**config.mk**
```make
export PLATFORM = sky130hd
export DESIGN_NAME = tasr_core
export DESIGN_NICKNAME = d
export VERILOG_FILES = /design/src/tasr_pkg.sv /design/src/tasr_core.sv
export SDC_FILE = /design/constraint.sdc
export NUM_CORES = 1
export LEC_CHECK = 0
export ABC_AREA = 1
export BUFFER_PORTS_ARGS = -buffer_cell sky130_fd_sc_hd__buf_2
export CAP_MARGIN = 20
export CORE_ASPECT_RATIO = 0.75
export CORE_MARGIN = 2
export CORE_UTILIZATION = 57
export DETAILED_ROUTE_END_ITERATION = 6
export PLACE_DENSITY = 0.76
export SETUP_SLACK_MARGIN = 0.05
export SLEW_MARGIN = 30
export SYNTH_ARGS = -nofsm -noshare
export SYNTH_HDL_FRONTEND = slang
export SYNTH_SLANG_ARGS = --single-unit
```
**constraint.sdc**
```tcl
create_clock -name clk -period 7.05 [get_ports clk]
set_clock_uncertainty 0.05 [all_clocks]
set_input_delay 1.41 -clock clk [delete_from_list [all_inputs] [get_ports clk]]
set_output_delay 1.41 -clock clk [all_outputs]
set_load 0.03 [all_outputs]
```
**src/tasr_pkg.sv**
```systemverilog
// Purpose: Shared constants and carriers for the tilt angle and status register block
// Assumes: One request port that carries already-deframed read and write register requests
// Notes: Addresses are register addresses on the serial network, one 16-bit word each
package tasr_pkg;
    // Register addresses
    localparam logic [15:0] ADDR_X_ANGLE = 16'h0001;
    localparam logic [15:0] ADDR_Y_ANGLE = 16'h0002;
    localparam logic [15:0] ADDR_S180_ANGLE = 16'h0003;
    localparam logic [15:0] ADDR_S360_ANGLE = 16'h0004;
    localparam logic [15:0] ADDR_TEMP = 16'h0005;
    localparam logic [15:0] ADDR_STATUS = 16'h0006;
    localparam logic [15:0] ADDR_X_OFFSET = 16'h0016;
    localparam logic [15:0] ADDR_X_INVERT = 16'h0017;
    localparam logic [15:0] ADDR_X_RANGE = 16'h0018;
    localparam logic [15:0] ADDR_Y_OFFSET = 16'h0020;
    localparam logic [15:0] ADDR_Y_INVERT = 16'h0021;
    localparam logic [15:0] ADDR_Y_RANGE = 16'h0022;
    localparam logic [15:0] ADDR_RELOAD = 16'h0033;
    localparam logic [15:0] ADDR_REBOOT = 16'h0034;
    // Reset and factory values of the settings
    localparam logic [15:0] RST_OFFSET = 16'h0000;
    localparam logic [15:0] RST_INVERT = 16'h0001;
    localparam logic [15:0] RST_X_RANGE = 16'h001E;
    localparam logic [15:0] RST_Y_RANGE_DUAL = 16'h001E;
    localparam logic [15:0] RST_Y_RANGE_SINGLE = 16'h00B4;
    localparam logic [15:0] RST_COMMAND = 16'h0000;
    // Sign inversion encodings
    localparam logic [15:0] INVERT_OFF = 16'h0001;
    localparam logic [15:0] INVERT_ON = 16'h0002;
    // Function codes and exception codes
    localparam logic [7:0] FUNC_READ_HOLDING = 8'h03;
    localparam logic [7:0] FUNC_WRITE_SINGLE = 8'h06;
    localparam logic [7:0] EXC_NONE = 8'h00;
    localparam logic [7:0] EXC_ILLEGAL_FUNC = 8'h01;
    localparam logic [7:0] EXC_ILLEGAL_ADDR = 8'h02;
    localparam logic [7:0] EXC_ILLEGAL_VALUE = 8'h03;
    // Status word bit positions
    localparam int ST_ERROR_PRESENT = 0;
    localparam int ST_SINGLE_MODE = 1;
    localparam int ST_SINGLE_STORE_FAULT = 2;
    localparam int ST_DUAL_MODE = 3;
    localparam int ST_DUAL_STORE_FAULT = 4;
    localparam int ST_X_USER_LOW = 5;
    localparam int ST_X_USER_HIGH = 6;
    localparam int ST_Y_USER_LOW = 7;
    localparam int ST_Y_USER_HIGH = 8;
    localparam int ST_X_FACT_LOW = 9;
    localparam int ST_X_FACT_HIGH = 10;
    localparam int ST_Y_FACT_LOW = 11;
    localparam int ST_Y_FACT_HIGH = 12;
    // Angle scaling
    localparam logic [24:0] COUNTS_PER_DEG = 25'h0000064;
    localparam logic signed [17:0] FULL_TURN = 18'sh08CA0;
    localparam logic signed [24:0] WORD_MAX = 25'sh0007FFF;
    // Request and answer carriers
    typedef struct packed {
        logic valid;
        logic [7:0] func;
        logic [15:0] addr;
        logic [15:0] wdata;
    } tasr_req_t;
    typedef struct packed {
        logic valid;
        logic [7:0] exc;
        logic [15:0] data;
    } tasr_resp_t;
endpackage

```
**src/tasr_core.sv**
```systemverilog
// Purpose: Angle, temperature and status words plus settings and command registers
// Assumes: Raw angles and temperature come from same-clock logic; straps and faults are pins
// Notes: One register per request; answer is registered one cycle after the request
`timescale 1ns/1ps
// How it works
// - Serve read-holding and write-single requests
// - X word only on dual units
// - Angle words hundredth degree, signed except the full-turn word
// - X word is raw plus offset, inverted when X inversion is on
// - Y word likewise, zero on single units
// - Range settings clamp and limit angles
// - Signed half-turn word on single units
// - Full-turn word on single units is raw plus offset
// - Full-turn word ignores X range
// - X inversion selects full-turn direction
// - Temperature signed, one degree per count
// - Status shows unit type bits
// - Y factory limit flags, dual only
// - X factory limit flags, both units
// - Y user range flags, dual only
// - X user range flags
// - Stored-data fault flags per unit type
// - Lowest status bit means any error
module tasr_core #(
    parameter int FACT_LIM_DUAL = 6000,
    parameter int FACT_LIM_SINGLE = 18000
) (
    input wire logic clk,
    input wire logic rst_b,
    input wire tasr_pkg::tasr_req_t req,
    output tasr_pkg::tasr_resp_t resp,
    input wire logic [15:0] raw_x,
    input wire logic [15:0] raw_y,
    input wire logic [15:0] raw_half_turn,
    input wire logic [15:0] raw_full_turn,
    input wire logic [7:0] raw_temp,
    input wire logic dual_axis_strap,
    input wire logic dual_axis_store_fault,
    input wire logic single_axis_store_fault,
    output logic reboot_pulse,
    output logic reload_pulse
);
    ////////////////////////////////////////////////////////////////////////////
    // Parameter check
    if (FACT_LIM_DUAL < 1 || FACT_LIM_DUAL > 32767 || FACT_LIM_SINGLE < 1 ||
        FACT_LIM_SINGLE > 32767) begin : g_bad_lim
        $error("Factory limits must lie in 1..32767");
    end

    ////////////////////////////////////////////////////////////////////////////
    // Reset release and pin synchronisers
    logic [1:0] rst_sync_q; // Reset release chain
    logic rst_n; // Released reset used everywhere
    logic [2:0] pin_meta_q; // First stage, read only by second stage
    logic [2:0] pin_sync_q; // Usable pin levels
    logic cap_done_q; // Strap has been caught
    logic dual_q; // Unit type, high for dual axis

    // Reset released through two flip-flops
    always_ff @(posedge clk or negedge rst_b) begin
        if (!rst_b) rst_sync_q <= 2'h0;
        else rst_sync_q <= {rst_sync_q[0], 1'b1};
    end
    assign rst_n = rst_sync_q[1];

    // Two-stage synchronisers for strap and fault pins
    always_ff @(posedge clk or negedge rst_n) begin
        if (!rst_n) begin
            pin_meta_q <= 3'h0;
            pin_sync_q <= 3'h0;
        end else begin
            pin_meta_q <= {dual_axis_strap, dual_axis_store_fault, single_axis_store_fault};
            pin_sync_q <= pin_meta_q;
        end
    end

    // Strap caught once, after the synchroniser has filled
    logic [1:0] cap_wait_q; // Cycles since release
    always_ff @(posedge clk or negedge rst_n) begin
        if (!rst_n) begin
            cap_wait_q <= 2'h0;
            cap_done_q <= 1'b0;
            dual_q <= 1'b0;
        end else if (!cap_done_q) begin
            cap_wait_q <= cap_wait_q + 2'h1;
            if (cap_wait_q == 2'h2) begin
                cap_done_q <= 1'b1;
                dual_q <= pin_sync_q[2];
            end
        end
    end

    ////////////////////////////////////////////////////////////////////////////
    // Request decode
    logic [15:0] x_off_q, x_inv_q, x_rng_q, y_off_q, y_inv_q, y_rng_q; // Settings
    logic [15:0] reload_q, reboot_q; // Command registers
    wire is_rd = req.valid && req.func == tasr_pkg::FUNC_READ_HOLDING;
    wire is_wr = req.valid && req.func == tasr_pkg::FUNC_WRITE_SINGLE;
    wire y_ok = dual_q; // Y settings exist on dual units only
    wire a_xo = req.addr == tasr_pkg::ADDR_X_OFFSET;
    wire a_xi = req.addr == tasr_pkg::ADDR_X_INVERT;
    wire a_xr = req.addr == tasr_pkg::ADDR_X_RANGE;
    wire a_yo = req.addr == tasr_pkg::ADDR_Y_OFFSET && y_ok;
    wire a_yi = req.addr == tasr_pkg::ADDR_Y_INVERT && y_ok;
    wire a_yr = req.addr == tasr_pkg::ADDR_Y_RANGE && y_ok;
    wire a_rl = req.addr == tasr_pkg::ADDR_RELOAD;
    wire a_rb = req.addr == tasr_pkg::ADDR_REBOOT;
    wire a_wr = a_xo || a_xi || a_xr || a_yo || a_yi || a_yr || a_rl || a_rb;
    wire bad_inv = (a_xi || a_yi) && req.wdata != tasr_pkg::INVERT_OFF &&
        req.wdata != tasr_pkg::INVERT_ON;
    wire wr_ok = is_wr && a_wr && !bad_inv; // Accepted write
    wire do_reload = wr_ok && a_rl && req.wdata != 16'h0000;
    wire do_reboot = wr_ok && a_rb && req.wdata != 16'h0000;

    ////////////////////////////////////////////////////////////////////////////
    // Settings registers; a reload restores factory settings
    always_ff @(posedge clk or negedge rst_n) begin
        if (!rst_n) begin
            x_off_q <= tasr_pkg::RST_OFFSET;
            x_inv_q <= tasr_pkg::RST_INVERT;
            x_rng_q <= tasr_pkg::RST_X_RANGE;
            y_off_q <= tasr_pkg::RST_OFFSET;
            y_inv_q <= tasr_pkg::RST_INVERT;
            y_rng_q <= tasr_pkg::RST_Y_RANGE_DUAL;
        end else if (do_reload) begin
            x_off_q <= tasr_pkg::RST_OFFSET;
            x_inv_q <= tasr_pkg::RST_INVERT;
            x_rng_q <= tasr_pkg::RST_X_RANGE;
            y_off_q <= tasr_pkg::RST_OFFSET;
            y_inv_q <= tasr_pkg::RST_INVERT;
            y_rng_q <= dual_q ? tasr_pkg::RST_Y_RANGE_DUAL : tasr_pkg::RST_Y_RANGE_SINGLE;
        end else if (wr_ok) begin
            if (a_xo) x_off_q <= req.wdata;
            if (a_xi) x_inv_q <= req.wdata;
            if (a_xr) x_rng_q <= req.wdata;
            if (a_yo) y_off_q <= req.wdata;
            if (a_yi) y_inv_q <= req.wdata;
            if (a_yr) y_rng_q <= req.wdata;
        end
    end

    // Commands read back their value for one cycle, then clear themselves
    always_ff @(posedge clk or negedge rst_n) begin
        if (!rst_n) begin
            reload_q <= tasr_pkg::RST_COMMAND;
            reboot_q <= tasr_pkg::RST_COMMAND;
            reload_pulse <= 1'b0;
            reboot_pulse <= 1'b0;
        end else begin
            reload_q <= (wr_ok && a_rl) ? req.wdata : tasr_pkg::RST_COMMAND;
            reboot_q <= (wr_ok && a_rb) ? req.wdata : tasr_pkg::RST_COMMAND;
            reload_pulse <= do_reload;
            reboot_pulse <= do_reboot;
        end
    end

    ////////////////////////////////////////////////////////////////////////////
    // Angle arithmetic
    // Clamp to a symmetric limit, then saturate to a signed word
    function automatic logic [15:0] clamp16(input logic signed [24:0] v,
                                            input logic signed [24:0] l);
        logic signed [24:0] m;
        m = (l > tasr_pkg::WORD_MAX) ? tasr_pkg::WORD_MAX : l;
        if (v > m) clamp16 = m[15:0];
        else if (v < -m) clamp16 = 16'((-m));
        else clamp16 = v[15:0];
    endfunction

    // Half-turn path feeds the X settings on single units
    wire [15:0] ax_raw = dual_q ? raw_x : raw_half_turn;
    wire signed [17:0] x_sum = $signed({{2{ax_raw[15]}}, ax_raw}) +
        $signed({{2{x_off_q[15]}}, x_off_q});
    wire signed [17:0] x_val = (x_inv_q == tasr_pkg::INVERT_ON) ? -x_sum : x_sum;
    wire signed [17:0] y_sum = $signed({{2{raw_y[15]}}, raw_y}) +
        $signed({{2{y_off_q[15]}}, y_off_q});
    wire signed [17:0] y_val = (y_inv_q == tasr_pkg::INVERT_ON) ? -y_sum : y_sum;
    // User limits in hundredths of a degree; a negative range counts as zero
    wire [24:0] x_lim_u = x_rng_q[15] ? 25'h0 : {9'h0, x_rng_q} * tasr_pkg::COUNTS_PER_DEG;
    wire [24:0] y_lim_u = y_rng_q[15] ? 25'h0 : {9'h0, y_rng_q} * tasr_pkg::COUNTS_PER_DEG;
    wire signed [24:0] x_lim = $signed(x_lim_u);
    wire signed [24:0] y_lim = $signed(y_lim_u);
    wire signed [24:0] x_ext = 25'(x_val);
    wire signed [24:0] y_ext = 25'(y_val);
    wire [15:0] x_clamped = clamp16(x_ext, x_lim);
    wire [15:0] y_clamped = clamp16(y_ext, y_lim);
    // Factory limits on the raw measurement
    wire signed [17:0] fx_lim = dual_q ? 18'(FACT_LIM_DUAL) : 18'(FACT_LIM_SINGLE);
    wire signed [17:0] fy_lim = 18'(FACT_LIM_DUAL);
    wire signed [17:0] ax_ext = $signed({{2{ax_raw[15]}}, ax_raw});
    wire signed [17:0] ay_ext = $signed({{2{raw_y[15]}}, raw_y});

    // Full-turn word: raw plus offset wrapped into one turn, no range applied
    wire signed [17:0] f_sum = $signed({2'h0, raw_full_turn}) +
        $signed({{2{x_off_q[15]}}, x_off_q});
    wire signed [17:0] f_wrap = (f_sum < 0) ? f_sum + tasr_pkg::FULL_TURN :
        (f_sum >= tasr_pkg::FULL_TURN) ? f_sum - tasr_pkg::FULL_TURN : f_sum;
    wire signed [17:0] f_dir = (x_inv_q == tasr_pkg::INVERT_ON && f_wrap != 0) ?
        tasr_pkg::FULL_TURN - f_wrap : f_wrap;

    ////////////////////////////////////////////////////////////////////////////
    // Status word assembly
    logic [15:0] st_d; // Next status word
    always_comb begin
        st_d = 16'h0000;
        st_d[tasr_pkg::ST_DUAL_MODE] = dual_q;
        st_d[tasr_pkg::ST_SINGLE_MODE] = !dual_q;
        st_d[tasr_pkg::ST_Y_FACT_HIGH] = dual_q && ay_ext > fy_lim;
        st_d[tasr_pkg::ST_Y_FACT_LOW] = dual_q && ay_ext < -fy_lim;
        st_d[tasr_pkg::ST_X_FACT_HIGH] = ax_ext > fx_lim;
        st_d[tasr_pkg::ST_X_FACT_LOW] = ax_ext < -fx_lim;
        st_d[tasr_pkg::ST_Y_USER_HIGH] = dual_q && y_ext > y_lim;
        st_d[tasr_pkg::ST_Y_USER_LOW] = dual_q && y_ext < -y_lim;
        st_d[tasr_pkg::ST_X_USER_HIGH] = x_ext > x_lim;
        st_d[tasr_pkg::ST_X_USER_LOW] = x_ext < -x_lim;
        st_d[tasr_pkg::ST_DUAL_STORE_FAULT] = dual_q && pin_sync_q[1];
        st_d[tasr_pkg::ST_SINGLE_STORE_FAULT] = !dual_q && pin_sync_q[0];
        st_d[tasr_pkg::ST_ERROR_PRESENT] = |st_d[12:4] || st_d[2];
    end

    ////////////////////////////////////////////////////////////////////////////
    // Measurement word registers
    logic [15:0] x_word_q, y_word_q, s180_q, s360_q, temp_q, status_q;
    always_ff @(posedge clk or negedge rst_n) begin
        if (!rst_n) begin
            x_word_q <= 16'h0000;
            y_word_q <= 16'h0000;
            s180_q <= 16'h0000;
            s360_q <= 16'h0000;
            temp_q <= 16'h0000;
            status_q <= 16'h0000;
        end else begin
            x_word_q <= dual_q ? x_clamped : 16'h0000;
            y_word_q <= dual_q ? y_clamped : 16'h0000;
            s180_q <= dual_q ? 16'h0000 : x_clamped;
            s360_q <= dual_q ? 16'h0000 : f_dir[15:0];
            temp_q <= {{8{raw_temp[7]}}, raw_temp};
            status_q <= st_d;
        end
    end

    ////////////////////////////////////////////////////////////////////////////
    // Read selection and answer
    wire [15:0] rd_data =
        (req.addr == tasr_pkg::ADDR_X_ANGLE) ? x_word_q :
        (req.addr == tasr_pkg::ADDR_Y_ANGLE) ? y_word_q :
        (req.addr == tasr_pkg::ADDR_S180_ANGLE) ? s180_q :
        (req.addr == tasr_pkg::ADDR_S360_ANGLE) ? s360_q :
        (req.addr == tasr_pkg::ADDR_TEMP) ? temp_q :
        (req.addr == tasr_pkg::ADDR_STATUS) ? status_q :
        a_xo ? x_off_q : a_xi ? x_inv_q : a_xr ? x_rng_q :
        a_yo ? y_off_q : a_yi ? y_inv_q : a_yr ? y_rng_q :
        a_rl ? reload_q : reboot_q;
    wire rd_hit = a_wr || (req.addr >= tasr_pkg::ADDR_X_ANGLE &&
        req.addr <= tasr_pkg::ADDR_STATUS);
    wire [7:0] exc_d = (!is_rd && !is_wr) ? tasr_pkg::EXC_ILLEGAL_FUNC :
        (is_rd && !rd_hit) || (is_wr && !a_wr) ? tasr_pkg::EXC_ILLEGAL_ADDR :
        (is_wr && bad_inv) ? tasr_pkg::EXC_ILLEGAL_VALUE : tasr_pkg::EXC_NONE;

    // Answer one cycle after every request; accepted writes echo the written value
    always_ff @(posedge clk or negedge rst_n) begin
        if (!rst_n) begin
            resp <= '0;
        end else begin
            resp.valid <= req.valid;
            resp.exc <= req.valid ? exc_d : tasr_pkg::EXC_NONE;
            resp.data <= !req.valid || exc_d != tasr_pkg::EXC_NONE ? 16'h0000 :
                is_wr ? req.wdata : rd_data;
        end
    end
endmodule

```
==> out/results.txt <==
status -> finished, violations left
failing checks -> design-rule violations
max FFs per register -> 19
post-placement cell count -> 4,325
initial core utilization -> 57.8%
Syn Area/Cell -> 6.88 um^2
Setup TNS Final -> 0 ns
H-Tree Depth -> 1
grt ovf -> 0
startpoint class of the critical path -> flop
Area Overhead vs Synth -> 9.62%
Worst-path clk slew -> 0.07 ns
share of cells above drive strength 1 -> 9.83%
Clock Tree Buf Depth -> 3
CTS Buf Count -> 26
Core Rows -> 66
WL final -> 82,500 um
final setup margin -> 0.476 ns
HPWL after DPL -> 65,500 um
vias in the first global route -> 22,500
critical hold path startpoint -> rst_sync_q[0]$_DFF_PN0_
Worst slew margin -> 40.6%
Mapped Area -> 0.0250 mm^2
Place WS -> 0.242 ns
port buffer count -> 138
io pins -> 145
most frequent cells in the layout -> nand2_1 (830), inv_1 (487), nor2_1 (398), ha_1 (340), a21oi_1 (269)
largest net degree at the start of global routing -> 144
worst skew pair latency -> 0.58 ns
critical path's slowest cell -> dfrtp_1
Sinks on Clock Net -> 246
number of synthesized flops with an enable pin -> 0
gp weighted congestion -> 0.998
final period utilization -> 93.2%
Initial DRC Count -> 3,091
DR pass1 iterations -> 7
unrepaired setup endpoints after global routing -> false
Vias/cell -> 5.77
Final min period -> 6.57 ns
die width -> 246 um
Worst Hold Class -> flop to flop
CTS tree -> done
Slew Viols, Final -> 0
worst setup path start -> x_rng_q[5]$_DFFE_PN0P_
max-cap viol count -> 0
ANT nets after route -> 0
Pwr Total -> 3.86 mW
Largest Register -> resp
Post-Layout Cell Count -> 4,373
CORE AREA -> 0.0434 mm^2
via count -> 25,300
register area share after synthesis -> 24.6%
crit path max fanout -> 26
CP dominant cell by count -> nand2_1
Crit Path Class -> flop to flop
VDD IR max -> 0.182 mV
die height -> 186 um
Post-synth top flop -> dfrtp_1
CP Capture Type -> flop
leakage power -> 14.6 nW
warnings from Yosys -> 0
f_max -> 0.152 GHz
Inserted Diodes -> 0
drc violations -> 4
GRT Resource Usage Total -> 36.0%
first-pass GRT wire length -> 127,000 um
Setup violations, final -> 0
commonest non-fill, non-tap cell in the layout -> nand2_1
hold-fix buffers at CTS -> 0
clk root buf -> clkbuf_16
Die ar. -> 0.0456 mm^2
Max stage delay on crit path -> 0.61 ns
Final Util -> 63.3%
Netlist cell types -> 60
WL/cell -> 18.9 um
final hold viol count -> 0
worst path required time -> 7.44 ns
Final #Nets -> 4,258
antenna violations before repair -> 1
PD cells -> 141 mW/mm^2
Critical Path AT -> 6.96 ns
reg2reg start -> x_rng_q[5]$_DFFE_PN0P_
Tightest Pin Transition -> 0.888 ns
Yosys reg bits -> 246
Cells after Synth -> 3,640
Post-synth ARST share -> 100%
[report_power, final]
part / internal, mW / leakage, nW / total, mW / switching (mW)
Clock: 0.886 / 0.454 / 1.53 / 0.644
Combinational: 0.278 / 11.2 / 0.818 / 0.539
Sequential: 1.47 / 2.98 / 1.51 / 0.0366
[final cells by class]
type	instances	area, um^2
clock inverter	13	198
multi-input combinational	2811	16700
clock buffer	35	734
timing repair buffer	181	1030
inverter	509	1910
fill	3985	15900
tap	578	723
sequential	246	6170
[cell usage after synthesis (all sizes together) (5+ instances only)]
cell type / n / area share [%]
nand3: 245 / 5.2
inv: 505 / 7.6
or2: 37 / 0.92
dfrtp: 236 / 24
nand3b: 9 / 0.27
xor2: 72 / 2.5
a21o: 11 / 0.33
o2111ai: 7 / 0.24
clkbuf: 54 / 0.81
o211ai: 40 / 1.2
o21bai: 11 / 0.33
mux2i: 5 / 0.20
nor3: 53 / 1.2
nor2: 416 / 6.4
a21oi: 275 / 5.6
xnor2: 20 / 0.70
nand2: 863 / 13
and2: 6 / 0.15
o21ai: 184 / 3.7
fa: 25 / 2.0
nor4: 23 / 0.60
buf: 35 / 0.80
o221ai: 10 / 0.35
o21a: 14 / 0.42
a31oi: 10 / 0.25
dfstp: 10 / 1.0
a21boi: 6 / 0.18
ha: 340 / 17
nor3b: 5 / 0.15
nand4: 46 / 1.1
a211oi: 15 / 0.45
o22ai: 26 / 0.65
[logic make-up after synthesis]
logic type,share of synthesized area (%)
simple gates,29.3
compound gates,14.4
buf+inv,9.24
fa+ha+maj,19.0
flops,24.6
xor+xnor,3.22
mux,0.200
other cells,0.0300
[path summary, 6_finish.rpt]
check	endpoint	slack, ns	depth (start not counted)
max	x_word_q[0]$_DFF_PN0_	0.48	31
min	rst_sync_q[1]$_DFF_PN0_	0.30	0
max reg2reg	x_word_q[0]$_DFF_PN0_	0.48	31
min reg2reg	rst_sync_q[1]$_DFF_PN0_	0.30	0
max in group asynchronous	reload_q[11]$_DFF_PN0_	4.70	2
min in group asynchronous	resp[11]$_DFF_PN0_	0.32	0
[worst max-delay path, delay by kind of cell (launching register included)]
family          cells  cell delay (ns)
compound gates     10             2.06
fa+ha+maj           5             1.76
simple gates       12             1.55
flops               1             0.61
buf+inv             4             0.44
[routing by layer]
metal	vias up	track usage (%)	routed length (um)
li1	12300	-	-
met1	11600	54.2	38100
met2	1217	48.3	31300
met3	178	11.6	10600
met4	2	9.87	2540
met5	-	0	13
[timing repair]
| action | in CTS | in global routing |
|---|---|---|
| setup endpoints to repair | 0 | 49 |
| gates resized for setup | 0 | 15 |
| buffers inserted | 0 | 0 |
[metrics by stage]
step | area, um^2 | hold WS, ns
2_1_floorplan | 25100 | 0.281
3_3_place_gp | 26500 | 0.282
3_5_place_dp | 26500 | 0.292
4_1_cts | 27400 | 0.305
5_1_grt | 27500 | 0.321
6_report | 27500 | 0.302
No activity file was read; power rests on OpenSTA's default activity.
